==> config.mk <==
export PLATFORM = sky130hd
export DESIGN_NAME = spirq_route
export DESIGN_NICKNAME = d
export VERILOG_FILES = /design/src/core/spirq_route.v
export VERILOG_INCLUDE_DIRS = /design/src /design/src/core
export SDC_FILE = /design/constraint.sdc
export NUM_CORES = 1
export LEC_CHECK = 0
export ABC_AREA = 1
export BUFFER_PORTS_ARGS = -buffer_cell sky130_fd_sc_hd__buf_2
export CAP_MARGIN = 20
export CORE_ASPECT_RATIO = 0.6
export CORE_MARGIN = 2
export CORE_UTILIZATION = 40
export CTS_CLUSTER_DIAMETER = 100
export DETAILED_ROUTE_END_ITERATION = 10
export PLACE_DENSITY = 0.65
export SYNTH_ARGS = -nofsm -noshare
export SYNTH_HDL_FRONTEND = slang
export SYNTH_SLANG_ARGS = --single-unit
==> constraint.sdc <==
create_clock -name aclk -period 3.1 [get_ports aclk]
set_clock_uncertainty 0.15 [all_clocks]
set_input_delay 0.155 -clock aclk [delete_from_list [all_inputs] [get_ports aclk]]
set_output_delay 0.155 -clock aclk [all_outputs]
set_load 0.1 [all_outputs]
==> src/core/spirq_defines.vh <==
// Notes on behaviour
// [RQ1] Priority bit 0 routes request to level one.
// [RQ2] Priority bit 1 routes request to level five.
// [RQ3] Completion request only while its enable set.
// [RQ4] Every finished character sets the completion flag.
// [RQ5] Completion flag setting raises request when enabled.
// [RQ6] Reading receive buffer clears completion flag.
// [RQ7] Completion flag still set: no further requests.
// [RQ8] Port reset bit or device reset clears completion.
// [RQ9] Overrun enable turns on detection and request.
// [RQ10] Completion with unread character sets overrun flag.
// [RQ11] Each overrun flag setting requests when enabled.
// [RQ12] No new overrun request until flag cleared.
// [RQ13] Writing zero to overrun flag clears it.
// [RQ14] Port or device reset also clears overrun.
// [RQ15] Arbitration forwards highest priority request, sets flag.
// [RQ16] Acknowledge needs mask bit set, global mask clear.
// [RQ17] Remaining pending requests served in priority order.
// [RQ18] Acknowledge loads source vector offset into register.
// [RQ19] Serial port vector offset is always 0x05.
// [RQ20] Level one sources, priorities and offsets fixed.
// [RQ21] Level five sources, priorities and offsets fixed.
// [RQ22] Software reads vector register to find source.
// [RQ23] One request per event; early ones are lost.
// [RQ24] Port request is OR of enabled conditions.
`ifndef SPIRQ_DEFINES_VH
`define SPIRQ_DEFINES_VH

// Register byte addresses.
`define SPIRQ_A_CTRL    8'h00
`define SPIRQ_A_STAT    8'h04
`define SPIRQ_A_CHAR    8'h08
`define SPIRQ_A_RXBUF   8'h0C
`define SPIRQ_A_VECT    8'h10
`define SPIRQ_A_IFLAG   8'h14
`define SPIRQ_A_IMASK   8'h18
`define SPIRQ_A_GMASK   8'h1C

// Field positions.
`define SPIRQ_B_TIE     0
`define SPIRQ_B_OIE     4
`define SPIRQ_B_PRIO    6
`define SPIRQ_B_TFLAG   6
`define SPIRQ_B_OFLAG   7
`define SPIRQ_B_SRST    7
`define SPIRQ_B_LV1     0
`define SPIRQ_B_LV5     4

// Source indices, in falling priority order.
`define SPIRQ_S_EXT1    0
`define SPIRQ_S_EXT2    1
`define SPIRQ_S_EXT3    2
`define SPIRQ_S_PORT    3
`define SPIRQ_S_ARX     4
`define SPIRQ_S_ATX     5
`define SPIRQ_S_RT      6
`define SPIRQ_NSRC      7

// Vector offsets.
`define SPIRQ_V_EXT1    16'h0001
`define SPIRQ_V_EXT2    16'h0011
`define SPIRQ_V_EXT3    16'h001F
`define SPIRQ_V_PORT    16'h0005
`define SPIRQ_V_ARX     16'h0006
`define SPIRQ_V_ATX     16'h0007
`define SPIRQ_V_RT      16'h0010

// Reset values and bus answers.
`define SPIRQ_GMASK_RST 1'b1
`define SPIRQ_OKAY      2'b00
`define SPIRQ_SLVERR    2'b10

`endif

==> src/core/spirq_route.v <==
`timescale 1ns/1ps
`include "spirq_defines.vh"

// Serial port interrupt flags, level routing, arbitration and vector load.
// The core side is kept inside the block: flags, masks and acknowledge,
// so one clock and one reset cover the whole request path.
module spirq_route (
    input  wire        aclk,
    input  wire        aresetn,
    input  wire        ce,
    input  wire [7:0]  s_axi_awaddr,
    input  wire        s_axi_awvalid,
    output wire        s_axi_awready,
    input  wire [31:0] s_axi_wdata,
    input  wire [3:0]  s_axi_wstrb,
    input  wire        s_axi_wvalid,
    output wire        s_axi_wready,
    output reg  [1:0]  s_axi_bresp,
    output reg         s_axi_bvalid,
    input  wire        s_axi_bready,
    input  wire [7:0]  s_axi_araddr,
    input  wire        s_axi_arvalid,
    output wire        s_axi_arready,
    output reg  [31:0] s_axi_rdata,
    output reg  [1:0]  s_axi_rresp,
    output reg         s_axi_rvalid,
    input  wire        s_axi_rready,
    input  wire        char_done,
    input  wire [7:0]  rx_data,
    input  wire        external_pin_irq_one,
    input  wire        external_pin_irq_two,
    input  wire        external_pin_irq_three,
    input  wire        async_receive_irq,
    input  wire        async_transmit_irq,
    input  wire        async_level_five,
    input  wire        realtime_tick_irq,
    output reg         serial_port_irq,
    output reg         core_ack,
    output reg  [1:0]  core_ack_level
);

    // Port control and status bits.
    reg         tie_q;       // Transfer interrupt enable.
    reg         oie_q;       // Overrun interrupt enable.
    reg         prio_q;      // Level select, 1 means level five.
    reg         tflag_q;     // Transfer-complete flag.
    reg         oflag_q;     // Overrun flag.
    reg         srst_q;      // Port software reset bit.
    reg  [7:0]  rxbuf_q;     // Received character.
    reg  [15:0] vect_q;      // Vector offset register.
    reg  [5:0]  ifr_q;       // Core flags, bit n is level n+1.
    reg  [5:0]  imr_q;       // Core mask bits.
    reg         gmask_q;     // Global mask, 1 blocks acknowledges.
    reg  [`SPIRQ_NSRC-1:0] pend_q; // Per-source pending requests.
    reg  [`SPIRQ_NSRC-1:0] lv5_q;  // Per-source level five marks.

    // Bus decode.
    // A write waits for both address and data, so no holding register
    // is needed for a channel that arrives alone.
    wire        wr_go = ce & s_axi_awvalid & s_axi_wvalid & ~s_axi_bvalid;
    wire        rd_go = ce & s_axi_arvalid & ~s_axi_rvalid;
    wire        wr_lo = wr_go & s_axi_wstrb[0];
    wire [7:0]  wd    = s_axi_wdata[7:0];

    // Both write channels are taken together, so neither can be lost.
    assign s_axi_awready = wr_go;
    assign s_axi_wready  = wr_go;
    assign s_axi_arready = rd_go;

    // True for an address that maps to a register.
    function mapped;
        input [7:0] a;
        begin
            mapped = (a[1:0] == 2'b00) && (a <= `SPIRQ_A_GMASK);
        end
    endfunction

    // Address match for one register; the caller adds the channel and the byte lane.
    function wsel;
        input [7:0] a;
        input [7:0] r;
        begin
            wsel = (a == r);
        end
    endfunction

    // Per-register strobes; only the low byte lane carries register bits.
    wire w_ctrl  = wr_lo & wsel(s_axi_awaddr, `SPIRQ_A_CTRL);
    wire w_stat  = wr_lo & wsel(s_axi_awaddr, `SPIRQ_A_STAT);
    wire w_char  = wr_lo & wsel(s_axi_awaddr, `SPIRQ_A_CHAR);
    wire w_ifr   = wr_lo & wsel(s_axi_awaddr, `SPIRQ_A_IFLAG);
    wire w_imr   = wr_lo & wsel(s_axi_awaddr, `SPIRQ_A_IMASK);
    wire w_gmask = wr_lo & wsel(s_axi_awaddr, `SPIRQ_A_GMASK);
    wire r_rxbuf = rd_go & wsel(s_axi_araddr, `SPIRQ_A_RXBUF);

    // A port reset clears flags; it is also held while the bit stays set.
    wire prst = (w_char & wd[`SPIRQ_B_SRST]) | srst_q; // RQ8 RQ14

    // Flag events; a character finishing is seen only on enabled clock.
    // With the overrun enable low, a second character overwrites the
    // buffer silently.
    wire done   = ce & char_done & ~prst;
    wire t_set  = done & ~tflag_q;                     // RQ4
    wire o_set  = done & tflag_q & oie_q & ~oflag_q;   // RQ10 RQ9

    // New request only on a fresh setting of an enabled flag.
    // Requests follow the edge of a flag, not its level, so a flag that
    // stays set never asks the core twice.
    wire port_req = (t_set & tie_q) | (o_set & oie_q); // RQ5 RQ7 RQ11 RQ12 RQ3 RQ24

    // Source requests, one pulse per event.
    // Other sources must already be one-cycle pulses; a held level would
    // keep setting the pending latch and the core flag.
    wire [`SPIRQ_NSRC-1:0] req;
    assign req[`SPIRQ_S_EXT1] = external_pin_irq_one;
    assign req[`SPIRQ_S_EXT2] = external_pin_irq_two;
    assign req[`SPIRQ_S_EXT3] = external_pin_irq_three;
    assign req[`SPIRQ_S_PORT] = port_req;
    assign req[`SPIRQ_S_ARX]  = async_receive_irq;
    assign req[`SPIRQ_S_ATX]  = async_transmit_irq;
    assign req[`SPIRQ_S_RT]   = realtime_tick_irq;

    // Level of each source: the port follows its priority bit.
    // Sources without a level choice are fixed to level one.
    wire [`SPIRQ_NSRC-1:0] lv5_d;
    assign lv5_d[`SPIRQ_S_EXT1] = 1'b0;
    assign lv5_d[`SPIRQ_S_EXT2] = 1'b0;
    assign lv5_d[`SPIRQ_S_EXT3] = 1'b0;
    assign lv5_d[`SPIRQ_S_PORT] = prio_q;              // RQ1 RQ2
    assign lv5_d[`SPIRQ_S_ARX]  = async_level_five;
    assign lv5_d[`SPIRQ_S_ATX]  = async_level_five;
    assign lv5_d[`SPIRQ_S_RT]   = 1'b0;

    // Vector offset of a source index.
    // Unused indices give offset zero, which software treats as spurious.
    function [15:0] voff;
        input [2:0] s;
        begin
            case (s)
                `SPIRQ_S_EXT1: voff = `SPIRQ_V_EXT1;      // RQ20
                `SPIRQ_S_EXT2: voff = `SPIRQ_V_EXT2;
                `SPIRQ_S_EXT3: voff = `SPIRQ_V_EXT3;
                `SPIRQ_S_PORT: voff = `SPIRQ_V_PORT;      // RQ19
                `SPIRQ_S_ARX:  voff = `SPIRQ_V_ARX;       // RQ21
                `SPIRQ_S_ATX:  voff = `SPIRQ_V_ATX;
                `SPIRQ_S_RT:   voff = `SPIRQ_V_RT;
                default:       voff = 16'h0000;
            endcase
        end
    endfunction

    // Pending sources split by level.
    // The level is the one latched with the request, so a later change of
    // the priority bit does not move a request that is already waiting.
    wire [`SPIRQ_NSRC-1:0] p1 = pend_q & ~lv5_q;
    wire [`SPIRQ_NSRC-1:0] p5 = pend_q & lv5_q;

    // Core acknowledge: flagged, unmasked, global mask clear.
    // Level one is looked at first, so it always wins over level five.
    wire [5:0] live  = ifr_q & imr_q;
    wire       ack1  = ce & ~gmask_q & live[`SPIRQ_B_LV1];            // RQ16
    wire       ack5  = ce & ~gmask_q & ~live[`SPIRQ_B_LV1]
                     & live[`SPIRQ_B_LV5];
    wire       ack   = ack1 | ack5;
    wire [`SPIRQ_NSRC-1:0] cand = ack1 ? p1 : p5;

    // Highest-priority pending source on the acknowledged level.
    // The loop runs from the lowest priority up, so the last hit kept
    // is the highest-priority source.
    reg  [2:0] win;
    reg        found;
    integer    i;
    always @* begin
        win   = 3'd0;
        found = 1'b0;
        for (i = `SPIRQ_NSRC - 1; i >= 0; i = i - 1) begin
            if (cand[i]) begin
                win   = i[2:0];                        // RQ15
                found = 1'b1;
            end
        end
    end

    // One-hot of the source served this cycle.
    wire [`SPIRQ_NSRC-1:0] served = (ack & found) ?
        ({{(`SPIRQ_NSRC-1){1'b0}}, 1'b1} << win) : {`SPIRQ_NSRC{1'b0}};

    // Remaining sources of the served level ask again afterwards.
    wire [`SPIRQ_NSRC-1:0] rest = cand & ~served;
    wire again = ack & (|rest);                         // RQ17

    // Pending latches per source; a new event on the served source wins.
    // Keeping a repeat event that meets its own acknowledge costs one
    // extra acknowledge with the same vector, but loses no event.
    genvar g;
    generate
        for (g = 0; g < `SPIRQ_NSRC; g = g + 1) begin : g_src
            always @(posedge aclk) begin
                if (!aresetn) begin
                    pend_q[g] <= 1'b0;
                    lv5_q[g]  <= 1'b0;
                end else if (ce) begin
                    if (req[g]) begin
                        pend_q[g] <= 1'b1;
                        lv5_q[g]  <= lv5_d[g];
                    end else if (served[g]) begin
                        pend_q[g] <= 1'b0;
                    end
                end
            end
        end
    endgenerate

    // Requests reaching each core level this cycle.
    // These use the level of this cycle, the same one the latch stores.
    wire hit1 = |(req & ~lv5_d);
    wire hit5 = |(req & lv5_d);

    // Core flags: set wins over clear; the acknowledge clears its bit.
    // Clears are applied before the sets, so a request in the clearing
    // cycle survives the clear.
    reg [5:0] ifr_d;
    always @* begin
        ifr_d = ifr_q;
        if (w_ifr) begin
            ifr_d = ifr_d & ~wd[5:0];
        end
        if (ack1) begin
            ifr_d[`SPIRQ_B_LV1] = 1'b0;
        end
        if (ack5) begin
            ifr_d[`SPIRQ_B_LV5] = 1'b0;
        end
        if (hit1 | (again & ack1)) begin
            ifr_d[`SPIRQ_B_LV1] = 1'b1;                    // RQ15 RQ1
        end
        if (hit5 | (again & ack5)) begin
            ifr_d[`SPIRQ_B_LV5] = 1'b1;                    // RQ2
        end
    end

    // Port control, flags and the receive buffer.
    // While the software reset bit stays set, writes to the control bits
    // are dropped as well.
    always @(posedge aclk) begin
        if (!aresetn) begin
            tie_q   <= 1'b0;
            oie_q   <= 1'b0;
            prio_q  <= 1'b0;
            tflag_q <= 1'b0;                               // RQ8
            oflag_q <= 1'b0;                               // RQ14
            srst_q  <= 1'b0;
            rxbuf_q <= 8'h00;
        end else if (ce) begin
            if (w_char) begin
                srst_q <= wd[`SPIRQ_B_SRST];
            end
            if (prst) begin
                // Port reset drops the setup, so software must redo it.
                tie_q   <= 1'b0;
                oie_q   <= 1'b0;
                prio_q  <= 1'b0;
                tflag_q <= 1'b0;                           // RQ8
                oflag_q <= 1'b0;                           // RQ14
            end else begin
                if (w_ctrl) begin
                    tie_q  <= wd[`SPIRQ_B_TIE];
                    oie_q  <= wd[`SPIRQ_B_OIE];            // RQ9
                    prio_q <= wd[`SPIRQ_B_PRIO];
                end
                // A completion in the read cycle keeps the flag set.
                if (done) begin
                    tflag_q <= 1'b1;                       // RQ4
                end else if (r_rxbuf) begin
                    tflag_q <= 1'b0;                       // RQ6
                end
                if (o_set) begin
                    oflag_q <= 1'b1;                       // RQ10
                end else if (w_stat & ~wd[`SPIRQ_B_OFLAG]) begin
                    oflag_q <= 1'b0;                       // RQ13
                end
            end
            if (done) begin
                rxbuf_q <= rx_data;
            end
        end
    end

    // Core side: flags, masks, global mask and vector register.
    always @(posedge aclk) begin
        if (!aresetn) begin
            ifr_q          <= 6'h00;
            imr_q          <= 6'h00;
            gmask_q        <= `SPIRQ_GMASK_RST;
            vect_q         <= 16'h0000;
            core_ack       <= 1'b0;
            core_ack_level <= 2'b00;
        end else if (ce) begin
            ifr_q    <= ifr_d;
            core_ack <= ack;
            if (w_imr) begin
                imr_q <= wd[5:0];
            end
            // The acknowledge sets the global mask, as entering a routine.
            if (ack) begin
                gmask_q        <= 1'b1;
                core_ack_level <= ack5 ? 2'b01 : 2'b00;
                vect_q         <= found ? voff(win) : 16'h0000; // RQ18
            end else if (w_gmask) begin
                gmask_q <= wd[0];
            end
        end
    end

    // Port request pulse, one per fresh enabled event.
    always @(posedge aclk) begin
        if (!aresetn) begin
            serial_port_irq <= 1'b0;
        end else if (ce) begin
            serial_port_irq <= port_req;                   // RQ23 RQ24
        end
    end

    // Read data mux.
    // The mux follows the read address; its value is stored at the taking edge.
    reg [31:0] rd_d;
    always @* begin
        rd_d = 32'h0000_0000;
        case (s_axi_araddr)
            `SPIRQ_A_CTRL: begin
                rd_d[`SPIRQ_B_TIE]  = tie_q;
                rd_d[`SPIRQ_B_OIE]  = oie_q;
                rd_d[`SPIRQ_B_PRIO] = prio_q;
            end
            `SPIRQ_A_STAT: begin
                rd_d[`SPIRQ_B_TFLAG] = tflag_q;
                rd_d[`SPIRQ_B_OFLAG] = oflag_q;
            end
            `SPIRQ_A_CHAR:  rd_d[`SPIRQ_B_SRST] = srst_q;
            `SPIRQ_A_RXBUF: rd_d[7:0]  = rxbuf_q;
            `SPIRQ_A_VECT:  rd_d[15:0] = vect_q;          // RQ22
            `SPIRQ_A_IFLAG: rd_d[5:0]  = ifr_q;
            `SPIRQ_A_IMASK: rd_d[5:0]  = imr_q;
            `SPIRQ_A_GMASK: rd_d[0]    = gmask_q;
            default:        rd_d       = 32'h0000_0000;
        endcase
    end

    // Bus responses; each stays until its ready is seen.
    always @(posedge aclk) begin
        if (!aresetn) begin
            s_axi_bvalid <= 1'b0;
            s_axi_bresp  <= `SPIRQ_OKAY;
            s_axi_rvalid <= 1'b0;
            s_axi_rresp  <= `SPIRQ_OKAY;
            s_axi_rdata  <= 32'h0000_0000;
        end else if (ce) begin
            if (wr_go) begin
                s_axi_bvalid <= 1'b1;
                s_axi_bresp  <= mapped(s_axi_awaddr) ? `SPIRQ_OKAY : `SPIRQ_SLVERR;
            end else if (s_axi_bready) begin
                s_axi_bvalid <= 1'b0;
            end
            if (rd_go) begin
                s_axi_rvalid <= 1'b1;
                s_axi_rdata  <= rd_d;
                s_axi_rresp  <= mapped(s_axi_araddr) ? `SPIRQ_OKAY : `SPIRQ_SLVERR;
            end else if (s_axi_rready) begin
                s_axi_rvalid <= 1'b0;
            end
        end
    end

endmodule

==> results.json <==
{
  "status": "finished, final reports clean",
  "clkLatencyLatePin_ns": 0.33,
  "start_util_pct": 40.9,
  "criticalPathCategory": "reg -> reg",
  "drtAntennaViolNets": 0,
  "grt_start_max_net_pins": 22,
  "clk_transition_reported_paths_ns": 0.05,
  "dpl_cell_area_sq_um": 3510,
  "start_kind": "register",
  "whs_ns": 0.0168,
  "slowest_delay_ns": 0.36,
  "stdcell_area_sq_um": 4080,
  "grt_use_total_pct": 20.9,
  "drive_gt1_share_pct": 21.5,
  "max-vdd-ir-drop_mv": 0.246,
  "die-area_sq_um": 8710,
  "syn_inst": 453,
  "yosysSeqAreaShare_pct": 35.8,
  "fp.dieW_um": 119,
  "worstPathArrival_ns": 2.38,
  "finalHoldViolations": 0,
  "avgViaCountPerCell": 4.88,
  "slew_headroom_pct": 66.2,
  "final_cell_mix": "117 x nand2_1, 66 x buf_2, 57 x dfxtp_1, 52 x inv_1, 47 x a21oi_1",
  "grt_pass1_wl_um": 14000,
  "drv_cap": 0,
  "end_kind": "register",
  "syn_avg_cell_area_sq_um": 7.03,
  "path_max_fanout": 7,
  "coreArea_sq_um": 7790,
  "cts_made_buffers": 9,
  "htreeDepth": 3,
  "vias": 3229,
  "slew_viol_final": 0,
  "netlist_area_sq_um": 3180,
  "synth_seq_cells": 57,
  "port_buffers": 66,
  "synthToLayoutAreaGrowth_pct": 28.1,
  "antenna_found_initial": 0,
  "p_leak_nw": 1.90,
  "critPathMostFrequentCell": "nand2_1",
  "critical_path_buf_inv_count": 0,
  "final_common_cell": "nand2_1",
  "yosys_warnings": 0,
  "rows": 25,
  "min_path_type": "in -> reg",
  "cp.required_ns": 3.16,
  "die_h_um": 73.1,
  "drc": 0,
  "cts-root-buf": "clkbuf_16",
  "fin_nets": 625,
  "cp_top_family": "simple AND/OR/NAND/NOR gates",
  "post_synth_num_cell_types": 38,
  "min_period_over_period_pct": 74.9,
  "slowest_stage": "dfxtp_1",
  "drt_wl_total_um": 8720,
  "rsz0062_at_grt": "false",
  "wire_per_inst_um": 13.2,
  "cts_resized": 0,
  "antenna_cells": 0,
  "finalPower_mw": 2.09,
  "clock_path_buffers": 2,
  "p_per_area_nw_per_um2": 514,
  "cts_tree": "built",
  "tightest_slew_ns": 0.503,
  "gp_congestion": 0.903,
  "setup_viol": 0,
  "cts.sinks": 57,
  "setup_tns_ns": 0,
  "grt-ovfl-total": 0,
  "grt_pass1_vias": 2833,
  "first_pass_iters": 4,
  "max_freq_mhz": 430,
  "post-route-util_pct": 52.4,
  "first_iter_violations": 248,
  "dp_hpwl_um": 6480,
  "crit_chain": "nand2_1 > nor2_4 > nand2_1 > nand3_2 > nand2_2 > nor2_1 > nand2_1 > nor2_2 > nand4_1 > nand2_1 > nand3_1 > o21bai_1 > a21oi_1",
  "num_io_pins": 121,
  "finalCriticalPeriod_ns": 2.32,
  "nFillCells": 747
}
[through the flow]
stage               setup slack [ns]  std cells
global route                   0.591        662
global placement               0.799        619
floorplan                      0.498        479
finish                         0.777        662
CTS                            0.821        662
detailed placement             0.747        619
[registers in the layout, indices dropped and copies added, names as in the netlist, 3 cells and up]
name,flops
s_axi_rdata,8
ifr_q,6
imr_q,6
rxbuf_q,8
lv5_q,3
pend_q,7
vect_q,5
[synth_stat cells, drive strengths merged]
library cell | count | share of area, %
a211oi | 4 | 0.94
a21o | 1 | 0.24
a21oi | 47 | 7.4
a221oi | 2 | 0.55
a31oi | 2 | 0.39
buf | 31 | 7.5
clkbuf | 7 | 0.83
clkinv | 1 | 0.12
conb | 1 | 0.12
dfxtp | 57 | 36
inv | 56 | 6.7
nand2 | 127 | 16
nand3 | 21 | 4.3
nand4 | 12 | 3.3
nor2 | 34 | 5.6
nor3 | 13 | 3.0
nor4 | 8 | 1.6
o2111ai | 5 | 1.4
o21a | 1 | 0.24
o21ai | 18 | 2.8
o21bai | 3 | 0.71
o22ai | 1 | 0.20
or2 | 1 | 0.20
[worst reg2reg max path: stages (launching register included)]
cell	delay, ns
dfxtp_1	0.36
nand2_1	0.14
nor2_4	0.23
nand2_1	0.10
nand3_2	0.15
nand2_2	0.08
nor2_1	0.08
nand2_1	0.13
nor2_2	0.13
nand4_1	0.16
nand2_1	0.10
nand3_1	0.09
o21bai_1	0.20
a21oi_1	0.10
[power breakdown]
group / switching (mW) / leakage [nW] / internal (mW) / total (mW)
logic: 0.291 / 1.29 / 0.0771 / 0.368
registers: 0.0115 / 0.464 / 0.755 / 0.767
clock network: 0.335 / 0.149 / 0.624 / 0.959
[routing by layer]
metal	global-route usage, %	share of wire, %	up-vias
met3	6.64	8.6	10
li1	-	-	1633
met5	0	0	-
met1	30.8	52	1453
met4	6.35	0.91	0
met2	28.5	39	133
[kinds of logic after synthesis]
| logic type | Yosys count | share of synthesized area [%] |
|---|---|---|
| AO/OA/AOI/OAI | 84 | 14.9 |
| flip-flops | 57 | 35.8 |
| other | 1 | 0.118 |
| buffers and inverters | 95 | 15.1 |
| AND/OR/NAND/NOR | 216 | 34.1 |
[final timing paths]
kind                                 startpoint        endpoint  slack, ns  cells past startpoint
worst min-delay path            s_axi_araddr[4]  s_axi_rdata[7]       0.02                      4
worst max-delay path                   imr_q[0]        ifr_q[4]       0.78                     13
worst max register to register         imr_q[0]        ifr_q[4]       0.78                     13
worst min register to register         ifr_q[3]        ifr_q[3]       0.30                      2
[timing repair]
| item | 4_1_cts | 5_1_grt |
|---|---|---|
| setup buffers | 0 | 0 |
| endpoints found under the hold margin | 31 | 0 |
| hold buffers | 27 | 0 |
[layout make-up]
class | instances | area, sq um | area share [%]
Timing Repair Buffer | 97 | 631 | 15.5
Clock buffer | 14 | 284 | 6.97
Clock inverter | 2 | 10.0 | 0.245
Multi-Input combinational cell | 327 | 1660 | 40.7
Inverter | 57 | 216 | 5.31
Sequential cell | 57 | 1140 | 28.0
Tap cell | 108 | 135 | 3.31
Power figures use the tool's default switching activity.
